===== src/pkg/radio_sched_pkg.sv =====
// Constants shared by the radio command scheduler and its receive packer
`default_nettype none
package radio_sched_pkg;
	// Wishbone byte offsets
	localparam logic [7:0] REG_CTRL     = 8'h00;
	localparam logic [7:0] REG_BG_CMD   = 8'h04;
	localparam logic [7:0] REG_FG_CMD   = 8'h08;
	localparam logic [7:0] REG_BG_STAT  = 8'h0C;
	localparam logic [7:0] REG_FG_STAT  = 8'h10;
	localparam logic [7:0] REG_RX_CFG   = 8'h14;
	localparam logic [7:0] REG_TIME_ADJ = 8'h18;
	localparam logic [7:0] REG_TX_CFG   = 8'h1C;
	localparam logic [7:0] REG_FLAGS    = 8'h20;
	localparam logic [7:0] REG_TX_PTR   = 8'h24;
	// Field positions
	localparam int CTRL_SETUP = 0;
	localparam int CTRL_STOP  = 1;
	localparam int CTRL_ABORT = 2;
	localparam int CMD_LAST   = 8;
	localparam int FLG_SETUP  = 0;
	localparam int FLG_SCHED  = 1;
	localparam int RXC_LEN_LO = 0;
	localparam int RXC_HDR    = 2;
	localparam int RXC_CRC    = 3;
	localparam int RXC_RSSI   = 4;
	localparam int RXC_STAT   = 5;
	localparam int RXC_SRC    = 6;
	localparam int RXC_TIME   = 7;
	localparam int TXC_HDR    = 0;
	localparam int TXC_CRC    = 1;
	localparam int TXC_LEN_LO = 8;
	localparam int CORR_IGNORE = 6;
	// Event line numbers
	localparam int EV_BG_DONE   = 0;
	localparam int EV_BG_LAST   = 1;
	localparam int EV_FG_DONE   = 2;
	localparam int EV_FG_LAST   = 3;
	localparam int EV_TX_DONE   = 4;
	localparam int EV_TX_ACK    = 5;
	localparam int EV_RX_OK     = 16;
	localparam int EV_RX_BAD    = 17;
	localparam int EV_RX_IGN    = 18;
	localparam int EV_RX_FULL   = 22;
	localparam int EV_ENTRY     = 23;
	localparam int EV_BOOT_OPEN = 29;
	localparam int EV_BOOT_DONE = 30;
	localparam int EV_INT_ERR   = 31;
	// Status codes
	localparam logic [15:0] ST_IDLE     = 16'h0000;
	localparam logic [15:0] ST_PENDING  = 16'h0001;
	localparam logic [15:0] ST_ACTIVE   = 16'h0002;
	localparam logic [15:0] ST_SUSP     = 16'h2001;
	localparam logic [15:0] ST_DONE_OK  = 16'h2400;
	localparam logic [15:0] ST_STOPPED  = 16'h2402;
	localparam logic [15:0] ST_BGEND    = 16'h2406;
	localparam logic [15:0] ST_ABORT    = 16'h2407;
	localparam logic [15:0] ST_WRONG_BG = 16'h0806;
	localparam logic [15:0] ST_ERR_PAR  = 16'h2800;
	localparam logic [15:0] ST_NO_SETUP = 16'h2801;
	// Operation codes
	localparam logic [3:0] OP_NONE  = 4'h0;
	localparam logic [3:0] OP_RX    = 4'h1;
	localparam logic [3:0] OP_ED    = 4'h2;
	localparam logic [3:0] OP_TX    = 4'h3;
	localparam logic [3:0] OP_CSMA  = 4'h4;
	localparam logic [3:0] OP_RXACK = 4'h5;
	localparam logic [3:0] OP_ABG   = 4'h6;
	localparam logic [3:0] OP_MOD   = 4'h7;
	localparam logic [3:0] OP_OTHER = 4'h9;
	localparam logic [7:0] SRC_NONE = 8'hFF;
	localparam int         FCS_LEN  = 2;
	localparam int         TS_LEN   = 4;
endpackage
`default_nettype wire


===== src/rtl/radio_cmd_level_scheduler.sv =====
// Two-level radio command scheduler with Wishbone registers and events
//
// Local design decisions: the register offsets and register access over Wishbone.
`default_nettype none
module radio_cmd_level_scheduler
	import radio_sched_pkg::*;
(
	input  wire logic        clk_i,        // System clock
	input  wire logic        rst_i,        // Sync reset, active high
	input  wire logic        ce_i,         // Clock enable
	input  wire logic        wb_cyc_i,     // Wishbone cycle
	input  wire logic        wb_stb_i,     // Wishbone strobe
	input  wire logic        wb_we_i,      // Wishbone write
	input  wire logic [7:0]  wb_adr_i,     // Wishbone byte address
	input  wire logic [3:0]  wb_sel_i,     // Wishbone byte selects
	input  wire logic [31:0] wb_dat_i,     // Wishbone write data
	output logic [31:0]      wb_dat_o,     // Wishbone read data
	output logic             wb_ack_o,     // Wishbone acknowledge
	input  wire logic        trigger_i,    // Start trigger
	input  wire logic        bg_done_i,    // Background engine finished
	input  wire logic        fg_done_i,    // Foreground engine finished
	input  wire logic        tx_sent_i,    // Frame transmitted
	input  wire logic        ack_sent_i,   // Auto ack transmitted
	input  wire logic        rx_no_room_i, // Frame did not fit queue
	input  wire logic        entry_done_i, // Queue entry finished
	input  wire logic        boot_open_i,  // Boot opened access
	input  wire logic        boot_done_i,  // Boot complete
	input  wire logic        int_err_i,    // Internal error seen
	input  wire logic [31:0] timer_i,      // Radio timer
	input  wire logic        sfd_i,        // Delimiter found
	input  wire logic        hdr_valid_i,  // Header byte strobe
	input  wire logic        byte_valid_i, // Body byte strobe
	input  wire logic [7:0]  byte_i,       // Received byte
	input  wire logic        frame_end_i,  // Frame end pulse
	input  wire logic        crc_ok_i,     // Checksum good at end
	input  wire logic [7:0]  rssi_i,       // Signal strength
	input  wire logic [7:0]  corr_i,       // Correlation status
	input  wire logic        src_hit_i,    // Source matched
	input  wire logic [7:0]  src_idx_i,    // Matching source index
	output logic             bg_start_o,   // Start background op
	output logic [3:0]       bg_op_o,      // Background op code
	output logic             bg_stop_o,    // Graceful stop request
	output logic             bg_hold_o,    // Background suspended
	output logic             fg_start_o,   // Start foreground op
	output logic [3:0]       fg_op_o,      // Foreground op code
	output logic [31:0]      tx_ptr_o,     // Transmit buffer pointer
	output logic [7:0]       tx_len_o,     // Transmit buffer length
	output logic             tx_hdr_buf_o, // Header byte in buffer
	output logic             tx_auto_crc_o,// Compute checksum
	output logic [31:0]      event_o,      // Event pulses
	output logic [7:0]       elem_byte_o,  // Queue element byte
	output logic             elem_valid_o  // Queue element strobe
);
	typedef enum logic [2:0] {
		BG_IDLE = 3'b001,
		BG_PEND = 3'b010,
		BG_RUN  = 3'b100
	} bg_state_type;
	typedef enum logic [1:0] {
		FG_IDLE = 2'b01,
		FG_RUN  = 2'b10
	} fg_state_type;
	typedef struct packed {
		logic         ack;
		logic [31:0]  rdata;
		logic         setup;
		logic         sched_err;
		bg_state_type bg_st;
		logic         bg_susp;
		logic [3:0]   bg_op;
		logic         bg_last;
		logic         bg_stop_req;
		logic [15:0]  bg_status;
		fg_state_type fg_st;
		logic [3:0]   fg_op;
		logic         fg_last;
		logic [15:0]  fg_status;
		logic [7:0]   rx_cfg;
		logic [31:0]  time_adj;
		logic [15:0]  tx_cfg;
		logic [31:0]  tx_ptr;
		logic [31:0]  events;
		logic         bg_start;
		logic         fg_start;
		logic         bg_stop;
	} state_type;
	state_type c, n;
	logic       req;
	logic       wr;
	logic [3:0] op;
	logic       last;
	logic       bg_busy;
	logic       fg_busy;
	logic [31:0] wmask;
	assign req = wb_cyc_i & wb_stb_i & ~c.ack;
	assign wr = req & wb_we_i;
	assign op = wb_dat_i[3:0];
	assign last = wb_dat_i[CMD_LAST];
	assign bg_busy = (c.bg_st != BG_IDLE);
	assign fg_busy = (c.fg_st != FG_IDLE);
	genvar gi;
	generate
		for (gi = 0; gi < 4; gi++) begin : g_mask
			assign wmask[8 * gi +: 8] = {8{wb_sel_i[gi]}};
		end
	endgenerate
	always_comb begin
		n = c;
		n.ack = req;
		n.bg_start = 1'b0;
		n.fg_start = 1'b0;
		n.bg_stop = 1'b0;
		n.events = 32'h0000_0000;
		// ************************************************
		// Register reads
		// ************************************************
		if (req && !wb_we_i) begin
			unique case (wb_adr_i)
				REG_BG_STAT:  n.rdata = {16'h0000, c.bg_status};
				REG_FG_STAT:  n.rdata = {16'h0000, c.fg_status};
				REG_RX_CFG:   n.rdata = {24'h000000, c.rx_cfg};
				REG_TIME_ADJ: n.rdata = c.time_adj;
				REG_TX_CFG:   n.rdata = {16'h0000, c.tx_cfg};
				REG_TX_PTR:   n.rdata = c.tx_ptr;
				REG_FLAGS:    n.rdata = {c.fg_op, c.bg_op, 16'h0000,
					c.bg_susp, c.fg_st, c.bg_st, c.sched_err, c.setup};
				default:      n.rdata = 32'h0000_0000;
			endcase
		end
		// ************************************************
		// Plain configuration writes
		// ************************************************
		if (wr) begin
			unique case (wb_adr_i)
				REG_RX_CFG: if (wb_sel_i[0])
					n.rx_cfg = wb_dat_i[7:0];
				REG_TIME_ADJ:
					n.time_adj = (c.time_adj & ~wmask) | (wb_dat_i & wmask);
				REG_TX_CFG:
					n.tx_cfg = (c.tx_cfg & ~wmask[15:0])
						| (wb_dat_i[15:0] & wmask[15:0]);
				REG_TX_PTR:
					n.tx_ptr = (c.tx_ptr & ~wmask) | (wb_dat_i & wmask);
				REG_FLAGS: if (wb_dat_i[FLG_SCHED])
					n.sched_err = 1'b0;
				default: ;
			endcase
		end
		// ************************************************
		// Engine reports
		// ************************************************
		if (c.bg_st == BG_PEND && trigger_i) begin
			n.bg_st = BG_RUN;
			n.bg_status = ST_ACTIVE;
			n.bg_start = 1'b1;
		end
		if (bg_done_i && c.bg_st == BG_RUN) begin
			n.bg_st = BG_IDLE;
			n.bg_susp = 1'b0;
			n.bg_status = c.bg_stop_req ? ST_STOPPED : ST_DONE_OK;
			n.bg_stop_req = 1'b0;
			n.events[EV_BG_DONE] = 1'b1;
			n.events[EV_BG_LAST] = c.bg_last;
			// Concurrent ops other than TX end when their background reports done
			if (fg_busy && c.fg_op != OP_TX) begin
				n.fg_st = FG_IDLE;
				n.fg_status = ST_BGEND;
				n.events[EV_FG_DONE] = 1'b1;
				n.events[EV_FG_LAST] = c.fg_last;
			end
		end
		if (fg_done_i && fg_busy) begin
			n.fg_st = FG_IDLE;
			n.fg_status = ST_DONE_OK;
			n.events[EV_FG_DONE] = 1'b1;
			n.events[EV_FG_LAST] = c.fg_last;
			if (c.bg_susp) begin
				n.bg_susp = 1'b0;
				n.bg_status = ST_ACTIVE;
			end
		end
		// ************************************************
		// Control register
		// ************************************************
		if (wr && wb_adr_i == REG_CTRL && wb_sel_i[0]) begin
			if (wb_dat_i[CTRL_SETUP])
				n.setup = 1'b1;
			if (wb_dat_i[CTRL_STOP] && c.bg_st == BG_RUN) begin
				n.bg_stop_req = 1'b1;
				n.bg_stop = 1'b1;
			end
			if (wb_dat_i[CTRL_ABORT] && bg_busy) begin
				n.bg_st = BG_IDLE;
				n.bg_susp = 1'b0;
				n.bg_status = ST_ABORT;
				n.events[EV_BG_DONE] = 1'b1;
				n.events[EV_BG_LAST] = c.bg_last;
			end
		end
		// ************************************************
		// Background submission
		// ************************************************
		if (wr && wb_adr_i == REG_BG_CMD && wb_sel_i[0]) begin
			if (bg_busy || (op == OP_OTHER && fg_busy))
				n.sched_err = 1'b1;
			else if (op == OP_OTHER)
				n.bg_op = op;
			else begin
				n.bg_op = op;
				n.bg_last = last;
				n.bg_stop_req = 1'b0;
				if (!c.setup || (op != OP_RX && op != OP_ED)) begin
					n.bg_status = c.setup ? ST_ERR_PAR : ST_NO_SETUP;
					n.events[EV_BG_DONE] = 1'b1;
					n.events[EV_BG_LAST] = last;
				end else begin
					n.bg_st = BG_PEND;
					n.bg_status = ST_PENDING;
				end
			end
		end
		// ************************************************
		// Foreground submission
		// ************************************************
		if (wr && wb_adr_i == REG_FG_CMD && wb_sel_i[0]) begin
			if (fg_busy || (op == OP_OTHER && bg_busy))
				n.sched_err = 1'b1;
			else if (op != OP_OTHER) begin
				n.fg_op = op;
				n.fg_last = last;
				n.events[EV_FG_DONE] = 1'b1;
				n.events[EV_FG_LAST] = last;
				if (!c.setup)
					n.fg_status = ST_NO_SETUP;
				else if ((op == OP_CSMA && !bg_busy)
					|| (op == OP_RXACK && (!bg_busy || c.bg_op != OP_RX)))
					n.fg_status = ST_WRONG_BG;
				else begin
					unique case (op)
						OP_TX, OP_CSMA, OP_RXACK: begin
							n.fg_st = FG_RUN;
							n.fg_status = ST_ACTIVE;
							n.fg_start = 1'b1;
							n.events[EV_FG_DONE] = 1'b0;
							n.events[EV_FG_LAST] = 1'b0;
							if (op == OP_TX && c.bg_st == BG_RUN) begin
								n.bg_susp = 1'b1;
								n.bg_status = ST_SUSP;
							end
						end
						OP_ABG: begin
							n.fg_status = ST_DONE_OK;
							if (bg_busy) begin
								n.bg_st = BG_IDLE;
								n.bg_status = ST_ABORT;
								n.events[EV_BG_DONE] = 1'b1;
								n.events[EV_BG_LAST] = c.bg_last;
							end
						end
						OP_MOD:  n.fg_status = ST_DONE_OK;
						default: n.fg_status = ST_ERR_PAR;
					endcase
				end
			end
		end
		// ************************************************
		// Radio and boot events
		// ************************************************
		n.events[EV_TX_DONE] = tx_sent_i;
		n.events[EV_TX_ACK] = ack_sent_i;
		n.events[EV_RX_OK] = frame_end_i & crc_ok_i;
		n.events[EV_RX_BAD] = frame_end_i & ~crc_ok_i;
		n.events[EV_RX_IGN] = frame_end_i & corr_i[CORR_IGNORE];
		n.events[EV_RX_FULL] = rx_no_room_i;
		n.events[EV_ENTRY] = entry_done_i;
		n.events[EV_BOOT_OPEN] = boot_open_i;
		n.events[EV_BOOT_DONE] = boot_done_i;
		n.events[EV_INT_ERR] = int_err_i;
	end
	always_ff @(posedge clk_i) begin
		if (rst_i)
			c <= '{bg_st: BG_IDLE, fg_st: FG_IDLE, default: '0};
		else if (ce_i)
			c <= n;
	end
	// ************************************************
	// Receive element formatting
	// ************************************************
	rx_element_packer u_packer (
		.clk_i        (clk_i),
		.rst_i        (rst_i),
		.ce_i         (ce_i),
		.cfg_i        (c.rx_cfg),
		.offset_i     (c.time_adj),
		.timer_i      (timer_i),
		.sfd_i        (sfd_i),
		.hdr_valid_i  (hdr_valid_i),
		.byte_valid_i (byte_valid_i),
		.byte_i       (byte_i),
		.frame_end_i  (frame_end_i),
		.rssi_i       (rssi_i),
		.corr_i       (corr_i),
		.src_hit_i    (src_hit_i),
		.src_idx_i    (src_idx_i),
		.elem_byte_o  (elem_byte_o),
		.elem_valid_o (elem_valid_o)
	);
	assign wb_dat_o = c.rdata;
	assign wb_ack_o = c.ack;
	assign bg_start_o = c.bg_start;
	assign bg_op_o = c.bg_op;
	assign bg_stop_o = c.bg_stop;
	assign bg_hold_o = c.bg_susp;
	assign fg_start_o = c.fg_start;
	assign fg_op_o = c.fg_op;
	assign tx_ptr_o = c.tx_ptr;
	assign tx_len_o = c.tx_cfg[TXC_LEN_LO +: 8];
	assign tx_hdr_buf_o = c.tx_cfg[TXC_HDR];
	// Host-supplied checksum replaces the generated one
	assign tx_auto_crc_o = ~c.tx_cfg[TXC_CRC];
	assign event_o = c.events;
endmodule // radio_cmd_level_scheduler
`default_nettype wire


===== src/rtl/rx_element_packer.sv =====
// Receive queue element formatter: length, header, body, trailer fields
`default_nettype none
module rx_element_packer
	import radio_sched_pkg::*;
(
	input  wire logic        clk_i,       // System clock
	input  wire logic        rst_i,       // Sync reset
	input  wire logic        ce_i,        // Clock enable
	input  wire logic [7:0]  cfg_i,       // Receive format config
	input  wire logic [31:0] offset_i,    // Capture time offset
	input  wire logic [31:0] timer_i,     // Radio timer
	input  wire logic        sfd_i,       // Delimiter found pulse
	input  wire logic        hdr_valid_i, // Header byte strobe
	input  wire logic        byte_valid_i,// Body byte strobe
	input  wire logic [7:0]  byte_i,      // Received byte
	input  wire logic        frame_end_i, // Frame end pulse
	input  wire logic [7:0]  rssi_i,      // Signal strength
	input  wire logic [7:0]  corr_i,      // Correlation/checksum status
	input  wire logic        src_hit_i,   // Source entry matched
	input  wire logic [7:0]  src_idx_i,   // First matching entry
	output logic [7:0]       elem_byte_o, // Element byte
	output logic             elem_valid_o // Element byte strobe
);
	typedef enum logic [6:0] {
		PK_IDLE = 7'b0000001,
		PK_LEN0 = 7'b0000010,
		PK_LEN1 = 7'b0000100,
		PK_HDR  = 7'b0001000,
		PK_BODY = 7'b0010000,
		PK_WAIT = 7'b0100000,
		PK_TAIL = 7'b1000000
	} pk_state_type;
	typedef struct packed {
		pk_state_type st;
		logic [7:0]   hdr;
		logic [7:0]   len;
		logic [6:0]   rem;
		logic [2:0]   idx;
		logic [31:0]  stamp;
		logic [7:0]   rssi;
		logic [7:0]   corr;
		logic [7:0]   src;
		logic [7:0]   ob;
		logic         ov;
	} pk_type;
	pk_type c, n;
	logic [7:0] tail_len;
	assign tail_len = {7'h00, cfg_i[RXC_RSSI]} + {7'h00, cfg_i[RXC_STAT]}
		+ {7'h00, cfg_i[RXC_SRC]} + (cfg_i[RXC_TIME] ? 8'h04 : 8'h00);
	always_comb begin
		n = c;
		n.ov = 1'b0;
		if (sfd_i)
			n.stamp = timer_i - offset_i;
		unique case (c.st)
			PK_IDLE: if (hdr_valid_i) begin
				n.hdr = byte_i;
				n.rem = byte_i[6:0];
				n.len = {7'h00, cfg_i[RXC_HDR]} + {1'b0, byte_i[6:0]}
					- (cfg_i[RXC_CRC] ? 8'h00 : 8'h02) + tail_len;
				n.st = (cfg_i[RXC_LEN_LO +: 2] != 2'd0) ? PK_LEN0 : PK_HDR;
			end
			PK_LEN0: begin
				n.ob = c.len;
				n.ov = 1'b1;
				n.st = (cfg_i[RXC_LEN_LO +: 2] == 2'd2) ? PK_LEN1 : PK_HDR;
			end
			PK_LEN1: begin
				n.ob = 8'h00;
				n.ov = 1'b1;
				n.st = PK_HDR;
			end
			PK_HDR: begin
				n.ob = c.hdr;
				n.ov = cfg_i[RXC_HDR];
				n.st = (c.rem == 7'd0) ? PK_WAIT : PK_BODY;
			end
			PK_BODY: if (byte_valid_i) begin
				n.ob = byte_i;
				// Checksum bytes are the last two of the payload
				n.ov = (c.rem > 7'(FCS_LEN)) || cfg_i[RXC_CRC];
				n.rem = c.rem - 7'd1;
				if (c.rem == 7'd1)
					n.st = PK_WAIT;
			end
			PK_WAIT: if (frame_end_i) begin
				n.rssi = rssi_i;
				n.corr = corr_i;
				n.src = src_hit_i ? src_idx_i : SRC_NONE;
				n.idx = 3'd0;
				n.st = PK_TAIL;
			end
			PK_TAIL: begin
				// Fixed order, absent fields skipped without padding
				unique case (c.idx)
					3'd0: begin
						n.ob = c.rssi;
						n.ov = cfg_i[RXC_RSSI];
					end
					3'd1: begin
						n.ob = c.corr;
						n.ov = cfg_i[RXC_STAT];
					end
					3'd2: begin
						n.ob = c.src;
						n.ov = cfg_i[RXC_SRC];
					end
					default: begin
						// Byte-wise, least significant first
						n.ob = c.stamp[8 * (c.idx - 3'd3) +: 8];
						n.ov = cfg_i[RXC_TIME];
					end
				endcase
				n.idx = c.idx + 3'd1;
				if (c.idx == 3'(2 + TS_LEN))
					n.st = PK_IDLE;
			end
			default: n.st = PK_IDLE;
		endcase
	end
	always_ff @(posedge clk_i) begin
		if (rst_i)
			c <= '{st: PK_IDLE, default: '0};
		else if (ce_i)
			c <= n;
	end
	assign elem_byte_o = c.ob;
	assign elem_valid_o = c.ov;
endmodule // rx_element_packer
`default_nettype wire


===== config.mk =====
export PLATFORM = sky130hd
export DESIGN_NAME = radio_cmd_level_scheduler
export DESIGN_NICKNAME = d
export VERILOG_FILES = /design/src/pkg/radio_sched_pkg.sv /design/src/rtl/radio_cmd_level_scheduler.sv /design/src/rtl/rx_element_packer.sv
export SDC_FILE = /design/constraint.sdc
export NUM_CORES = 1
export LEC_CHECK = 0
export ABC_AREA = 1
export BUFFER_PORTS_ARGS = -buffer_cell sky130_fd_sc_hd__buf_2
export CORE_MARGIN = 1
export CORE_UTILIZATION = 50
export DETAILED_ROUTE_END_ITERATION = 10
export GPL_TIMING_DRIVEN = 1
export PLACE_DENSITY_LB_ADDON = 0.2
export SYNTH_ARGS = -nofsm -noshare
export SYNTH_HDL_FRONTEND = slang
export SYNTH_SLANG_ARGS = --single-unit

===== constraint.sdc =====
create_clock -name clk_i -period 4 [get_ports clk_i]
set_input_delay 0.4 -clock clk_i [delete_from_list [all_inputs] [get_ports clk_i]]
set_output_delay 0.4 -clock clk_i [all_outputs]
set_load 0.01 [all_outputs]

# ---- After elaboration in Yosys (flattened, before gate mapping)
# Cells that the tools add are included.
dict set report op_classes {
  n_addsub 10
  mul 0
  div 0
  magnitude_cmp 1
  n_eq_ne 41
  n_shift 1
  muxes 99
  bitwise 22
  n_reduce_logical 53
}
# op count
set op_table {}
lappend op_table {{$pmux W32 S7} 1}
lappend op_table {{$mux W16} 8}
lappend op_table {{$mux W39} 3}
lappend op_table {{$and A32 B32 Y32} 3}
lappend op_table {{$mux W17} 4}
lappend op_table {{$mux W4} 16}
lappend op_table {{$or A32 B32 Y32} 2}
lappend op_table {{$mux W18} 3}
lappend op_table {{$pmux W7 S7} 1}
lappend op_table {{$pmux W9 S5} 1}
lappend op_table {{$mux W14} 3}
lappend op_table {{$mux W7} 5}
lappend op_table {{$shiftx A32 B33 Y8} 1}
lappend op_table {{$and A16 B16 Y16} 2}
lappend op_table {{$eq A8 B5 Y1 const B} 4}
lappend op_table {{$not A32 Y32} 1}
lappend op_table {{$pmux W16 S2} 1}
lappend op_table {{$sub A32 B32 Y32} 1}
lappend op_table {{$mux W2} 15}
lappend op_table {{$mux W30} 1}
lappend op_table {{$pmux W14 S2} 1}
lappend op_table {{$pmux W9 S3} 1}
lappend op_table {{$reduce_and A3 Y1} 9}
lappend op_table {{$mux W3} 8}
lappend op_table {{57 further kinds} 132}
dict set report totals {
  regBits 287
  latchBits 0
  ram_bits 0
  romBits 0
  inputBits 130
  out_inout_bits 128
  word_cells 260
  memories 0
}

# ---- Logic depth before layout (Yosys ltp)
dict set report logic_depth {
  depth_word 19
  ltp_mapped 16
}

# ---- Modules after synthesis
# From an unflattened synthesis, not the netlist that was laid out.
dict set report hier_totals {
  hier_cells 2658
  area_unflattened_um2 17275.3
}
# mod instances cells_each area_each_um2 seq_area_each_um2
set by_module_without_submodules {}
lappend by_module_without_submodules {radio_cmd_level_scheduler 1 1320 9354.0 3783.6}
lappend by_module_without_submodules {rx_element_packer 1 1338 7921.3 1961.9}

# ---- Worst setup path after synthesis
# No wires, ideal clock.
dict set report synth_path {
  path_type {input -> register}
  from {input port byte_i[0]}
  to {register u_packer.c[81] in the netlist's numbering}
  arrival_ns 2.162
  required_ns 3.891
  path_slack_ns 1.729
  stages 12
  path_buffers 0
  path_cell_list {fa_1 > ha_1 > fa_1 > nand3_1 > nand3_1 > nand2_1 > nand2_1 > a21oi_1 > or2_2 > nand3_1 > nand2_1 > inv_1}
}
dict set report synth_via {
  elab_chain_cells 3
}
# item line_no
set synth_lines {}
lappend synth_lines {{start: declaration} radio_cmd_level_scheduler.sv:33} ;# input wire logic [7:0] byte_i,
lappend synth_lines {{$add A1 B7 Y8} rx_element_packer.sv:59} ;# n.len = {7'h00, cfg_i[RXC_HDR]} + {1'b0, byte_i[6:0]}
lappend synth_lines {{$sub A8 B8 Y8} rx_element_packer.sv:60} ;# - (cfg_i[RXC_CRC] ? 8'h00 : 8'h02) + tail_len;
lappend synth_lines {{$add A8 B8 Y8} rx_element_packer.sv:60}
lappend synth_lines {{end signal: assignment} rx_element_packer.sv:125} ;# c <= n;
lappend synth_lines {{end: declaration} rx_element_packer.sv:46} ;# pk_type c, n;
# No other way between the ends.
# A chain may end at the register's enable or synchronous reset.

# ---- Final worst setup path
dict set report layout_path {
  from {register c[120] in the netlist's numbering}
  to {register u_packer.c[80] in the netlist's numbering}
}
dict set report layout_via {
  elab_chain_cells 4
}
# item line_no
set layout_lines {}
lappend layout_lines {{start: declaration} radio_cmd_level_scheduler.sv:87} ;# state_type c, n;
lappend layout_lines {{start signal: assignment} radio_cmd_level_scheduler.sv:284} ;# c <= n;
lappend layout_lines {{$add A1 B1 Y2} rx_element_packer.sv:48} ;# assign tail_len = {7'h00, cfg_i[RXC_RSSI]} + {7'h00, cfg_i[RXC_STAT]}
lappend layout_lines {{$add A8 B1 Y8} rx_element_packer.sv:49} ;# + {7'h00, cfg_i[RXC_SRC]} + (cfg_i[RXC_TIME] ? 8'h04 : 8'h00);
lappend layout_lines {{$add A8 B8 Y8} rx_element_packer.sv:49}
lappend layout_lines {{$add A8 B8 Y8} rx_element_packer.sv:60}
# No other way between the ends.

==> report_table.html <==
<table>
<tr><th>Metric</th><th>Value</th></tr>
<tr><th colspan="2">Critical path</th></tr>
<tr><td>Worst EP required</td><td>4400 ps</td></tr>
<tr><td>Cells along the critical path</td><td>ha_1, fa_1, ha_1, ha_1, a21oi_1, nand2_1, nand2_1, nand2_1, nand2_1, nand2_1, nand2_1, nand3_1, o211ai_1, inv_1</td></tr>
<tr><td>Critical-path maximum fanout</td><td>4</td></tr>
<tr><td>Endpoint class of the critical path</td><td>register</td></tr>
<tr><td>Worst Setup Start Kind</td><td>register</td></tr>
<tr><td>Slowest stage delay, CP</td><td>380 ps</td></tr>
<tr><td>Slowest-stage cell, CP</td><td>sky130_fd_sc_hd__fa_1</td></tr>
<tr><td>R2R cell count</td><td>14</td></tr>
<tr><td>Arr. time, crit path</td><td>about 2900 ps</td></tr>
<tr><td>R2r setup slk</td><td>1470 ps</td></tr>
<tr><td>Cell with the most instances on the worst path</td><td>sky130_fd_sc_hd__nand2_1</td></tr>
<tr><td>Setup Crit Path Kind</td><td>register to register</td></tr>
<tr><th colspan="2">STA</th></tr>
<tr><td>FMAX</td><td>395 MHz</td></tr>
<tr><td>Post-Route Skew</td><td>19.5 ps</td></tr>
<tr><td>Setup-failing EPs final</td><td>0</td></tr>
<tr><td>Share of the clock period used by the worst path after layout</td><td>0.632</td></tr>
<tr><td>Slew Limit Fails</td><td>0</td></tr>
<tr><td>Rel. slew slack</td><td>0.187</td></tr>
<tr><td>Total negative setup slack</td><td>0 ps</td></tr>
<tr><td>RSZ-0062 raised after global routing</td><td>no</td></tr>
<tr><td>Slew @ Worst Pin</td><td>roughly 1200 ps</td></tr>
<tr><td>Hold violation total from the final report</td><td>0</td></tr>
<tr><td>Clock period minus final worst setup slack</td><td>2530 ps</td></tr>
<tr><th colspan="2">Power</th></tr>
<tr><td>Part of the power in combinational logic</td><td>0.118</td></tr>
<tr><td>Flop pwr share</td><td>0.429</td></tr>
<tr><td>Power density over the cells</td><td>between 300 and 400 nW/um^2</td></tr>
<tr><td>Internal power consumption</td><td>5.11 mW</td></tr>
<tr><td>Part of the total power dissipated in the clock network</td><td>0.454</td></tr>
<tr><td>Net switching fraction of the power</td><td>0.265</td></tr>
<tr><td>Overall power after layout</td><td>6.95 mW</td></tr>
<tr><td>Leakage</td><td>between 8 and 9 nW</td></tr>
<tr><td>VDD IR-drop max</td><td>roughly 260 uV</td></tr>
<tr><td>Net switching component of the power</td><td>1.84 mW</td></tr>
<tr><th colspan="2">Placement</th></tr>
<tr><td>Buffers added on ports</td><td>239</td></tr>
<tr><td>HPWL after detailed placement</td><td>about 40 mm</td></tr>
<tr><td>Placer congestion estimate</td><td>between 0.9 and 1</td></tr>
<tr><th colspan="2">Clocking</th></tr>
<tr><td>Max clock buf depth</td><td>3</td></tr>
<tr><td>Number of gates resized after cts</td><td>0</td></tr>
<tr><td>Clock insertion delay at the later pin of the skew report</td><td>510 ps</td></tr>
<tr><td>Clock transition at the register clock pins on the worst setup and hold paths after CTS</td><td>~60 ps</td></tr>
<tr><td>Deepest level of the CTS H-tree</td><td>2</td></tr>
<tr><td>Clock sink total</td><td>287</td></tr>
<tr><td>Buffers inserted during post-CTS setup optimization</td><td>0</td></tr>
<tr><td>Root Buffer Master</td><td>sky130_fd_sc_hd__clkbuf_16</td></tr>
<tr><td>CTS tree</td><td>yes</td></tr>
<tr><td>Hold Buf Count CTS</td><td>0</td></tr>
<tr><td>Num CTS Buffers</td><td>34</td></tr>
<tr><th colspan="2">Logic synthesis</th></tr>
<tr><td>Flip-flop and latch count after synthesis</td><td>287</td></tr>
<tr><td>Cell taking the most area after synthesis</td><td>sky130_fd_sc_hd__dfxtp_1</td></tr>
<tr><td>Cell variety after synth</td><td>approximately 50</td></tr>
<tr><td>Number of synthesis warnings</td><td>0</td></tr>
<tr><td>Cell types occupying the most area after synthesis</td><td>sky130_fd_sc_hd__dfxtp_1 (34%), sky130_fd_sc_hd__nand2_1 (13%), sky130_fd_sc_hd__a21oi_1 (7.9%), sky130_fd_sc_hd__inv_1 (7.6%), sky130_fd_sc_hd__o21ai_0 (6.6%)</td></tr>
<tr><td>Sequential-to-total area share from yosys stat</td><td>0.340</td></tr>
<tr><td>Number of synthesized flops with an enable pin</td><td>0</td></tr>
<tr><td>Cell area after synthesis</td><td>16900 sq um</td></tr>
<tr><td>Async set-reset flop share out of synthesis</td><td>0</td></tr>
<tr><td>Top flip-flop cell by instance count after synthesis</td><td>sky130_fd_sc_hd__dfxtp_1</td></tr>
<tr><td>Share of Yosys cell area claimed by the top area cell type</td><td>0.340</td></tr>
<tr><td>Per-instance average area after synthesis</td><td>6.60 sq um</td></tr>
<tr><td>Post-Syn Instances</td><td>2557</td></tr>
<tr><th colspan="2">Finish</th></tr>
<tr><td>Proportion of layout cells with a drive suffix above 1</td><td>0.140</td></tr>
<tr><td>Commonest non-fill, non-tap cell in the layout</td><td>sky130_fd_sc_hd__nand2_1</td></tr>
<tr><td>Net count reported at finish</td><td>roughly 2800</td></tr>
<tr><td>Most frequent cells in the layout</td><td>sky130_fd_sc_hd__nand2_1 (576), sky130_fd_sc_hd__inv_1 (342), sky130_fd_sc_hd__dfxtp_1 (287), sky130_fd_sc_hd__a21oi_1 (266), sky130_fd_sc_hd__buf_2 (238)</td></tr>
<tr><td>Filler Cells Inserted</td><td>3357</td></tr>
<tr><td>Post-synthesis to final-layout area growth</td><td>10.2%</td></tr>
<tr><th colspan="2">Flow run</th></tr>
<tr><td>Total of max-cap violations</td><td>0</td></tr>
<tr><th colspan="2">Detailed routing</th></tr>
<tr><td>Routed wire length</td><td>52.3 mm</td></tr>
<tr><td>Drt via density</td><td>5.32</td></tr>
<tr><td>Count of antenna-violating nets left after detailed routing</td><td>0</td></tr>
<tr><td>DR vias</td><td>roughly 17000</td></tr>
<tr><td>Average routed wire per standard cell</td><td>16.8 um</td></tr>
<tr><td>Number of DRC markers in iteration 0</td><td>1245</td></tr>
<tr><td>DRT Pass-1 Iters</td><td>5</td></tr>
<tr><td>Count of unresolved DRC violations after routing</td><td>0</td></tr>
<tr><th colspan="2">Hold path</th></tr>
<tr><td>Class of the tightest hold or removal check</td><td>primary input to register</td></tr>
<tr><td>Hold Crit Depth</td><td>3</td></tr>
<tr><th colspan="2">Floorplan</th></tr>
<tr><td>Effective utilization at floorplan</td><td>0.514</td></tr>
<tr><td>Full die area</td><td>34500 sq um</td></tr>
<tr><td>Floorplan row count</td><td>66</td></tr>
<tr><td>Die W</td><td>around 190 um</td></tr>
<tr><td>Number of primary I/O pins</td><td>258</td></tr>
<tr><td>Die height</td><td>186 um</td></tr>
<tr><td>Standard cell core area</td><td>about 33000 sq um</td></tr>
<tr><th colspan="2">Global route</th></tr>
<tr><td>Number of antenna violations at the first check in global routing</td><td>3</td></tr>
<tr><td>Number of global-route vias before repair</td><td>15000</td></tr>
<tr><td>First-pass GRT wire length</td><td>approximately 80 mm</td></tr>
<tr><td>Combined global-route utilization of all metal layers</td><td>0.299</td></tr>
<tr><td>Total global routing overflow</td><td>0</td></tr>
<tr><td>Largest net degree at the start of global routing</td><td>about 110</td></tr>
<tr><th colspan="2">Outcome</th></tr>
<tr><td>Result of the run</td><td>complete, no violations</td></tr>
</table>
==> routing by layer <==
layer | vias up | share of wire | track usage | wire (um)
met1 | 7610 | 0.44 | 0.400 | 23200
met4 | 2 | 0.027 | 0.0902 | 1400
met2 | 625 | 0.45 | 0.488 | 23700
met5 | - | 0.00029 | 0 | 15
li1 | 8295 | - | - | -
met3 | 78 | 0.078 | 0.0546 | 4060
==> logic make-up after synthesis <==
logic type | share of synthesized area
fa+ha+maj | 0.0433
flops | 0.340
simple gates | 0.270
other cells | 0.000222
buf+inv | 0.159
compound gates | 0.177
xor+xnor | 0.0104
==> worst max-delay path: cells and delay by family, from the launching register on <==
kind            cells  cell delay (ps)
fa+ha+maj           4             1220
simple gates        7              520
flops               1              340
compound gates      2              290
buf+inv             1               60
==> worst paths after layout <==
| check | startpoint | end |
|---|---|---|
| max | c[120] | u_packer.c[80] |
| max reg2reg | c[120] | u_packer.c[80] |
| min | rssi_i[2] | u_packer.c[27] |
| min reg2reg | c[135] | c[135] |
==> cell type report <==
type	instances	area (sq um)	share of cell area
Timing Repair Buffer	249	1270	0.0685
Tap cell	442	553	0.0297
Inverter	365	1380	0.0740
Multi-Input combinational cell	1714	8520	0.458
Clock inverter	14	151	0.00814
Antenna cell	3	7.51	0.000403
Clock buffer	46	977	0.0525
Sequential cell	287	5750	0.309
==> Yosys cell counts, types with 8 or more instances <==
master,instances
sky130_fd_sc_hd__nand2_1,576
sky130_fd_sc_hd__buf_4,126
sky130_fd_sc_hd__nor2_1,229
sky130_fd_sc_hd__nand2_2,8
sky130_fd_sc_hd__a21oi_1,266
sky130_fd_sc_hd__and2_1,10
sky130_fd_sc_hd__inv_1,343
sky130_fd_sc_hd__nor2_4,16
sky130_fd_sc_hd__dfxtp_1,287
sky130_fd_sc_hd__o21ai_0,224
sky130_fd_sc_hd__xor2_1,14
sky130_fd_sc_hd__buf_2,18
sky130_fd_sc_hd__o211ai_1,20
sky130_fd_sc_hd__nand3_1,147
sky130_fd_sc_hd__o22ai_1,12
sky130_fd_sc_hd__inv_2,17
sky130_fd_sc_hd__nor3_1,24
sky130_fd_sc_hd__nand4_1,25
sky130_fd_sc_hd__a211oi_1,14
sky130_fd_sc_hd__ha_1,52
sky130_fd_sc_hd__clkbuf_1,52
==> power by group through the flow <==
stage | Sequential (mW) | Clock [mW] | Combinational, mW
after floorplan | 3.03 | 0 | 0.582
after global placement | 3.04 | 0 | 0.792
after detailed placement | 3.04 | 0 | 0.806
after CTS | 2.98 | 3.19 | 0.808
after global routing | 2.98 | 3.32 | 0.913
final | 2.98 | 3.15 | 0.818
==> per-stage QoR <==
| step | cells | hold WS (ps) | utilization | worst slack (ps) | cell area [sq um] |
|---|---|---|---|---|---|
| finish | 3120 | 118 | 0.566 | 1470 | 18600 |
| global route | 3117 | 120 | 0.566 | 1320 | 18600 |
| CTS | 3117 | 108 | 0.566 | 1530 | 18600 |
| detailed placement | 3057 | 430 | 0.532 | 1430 | 17500 |
| global placement | 3057 | 428 | 0.532 | 1460 | 17500 |
| floorplan | 2574 | 419 | - | 1730 | 16900 |
(Power assumes the default switching activity.)
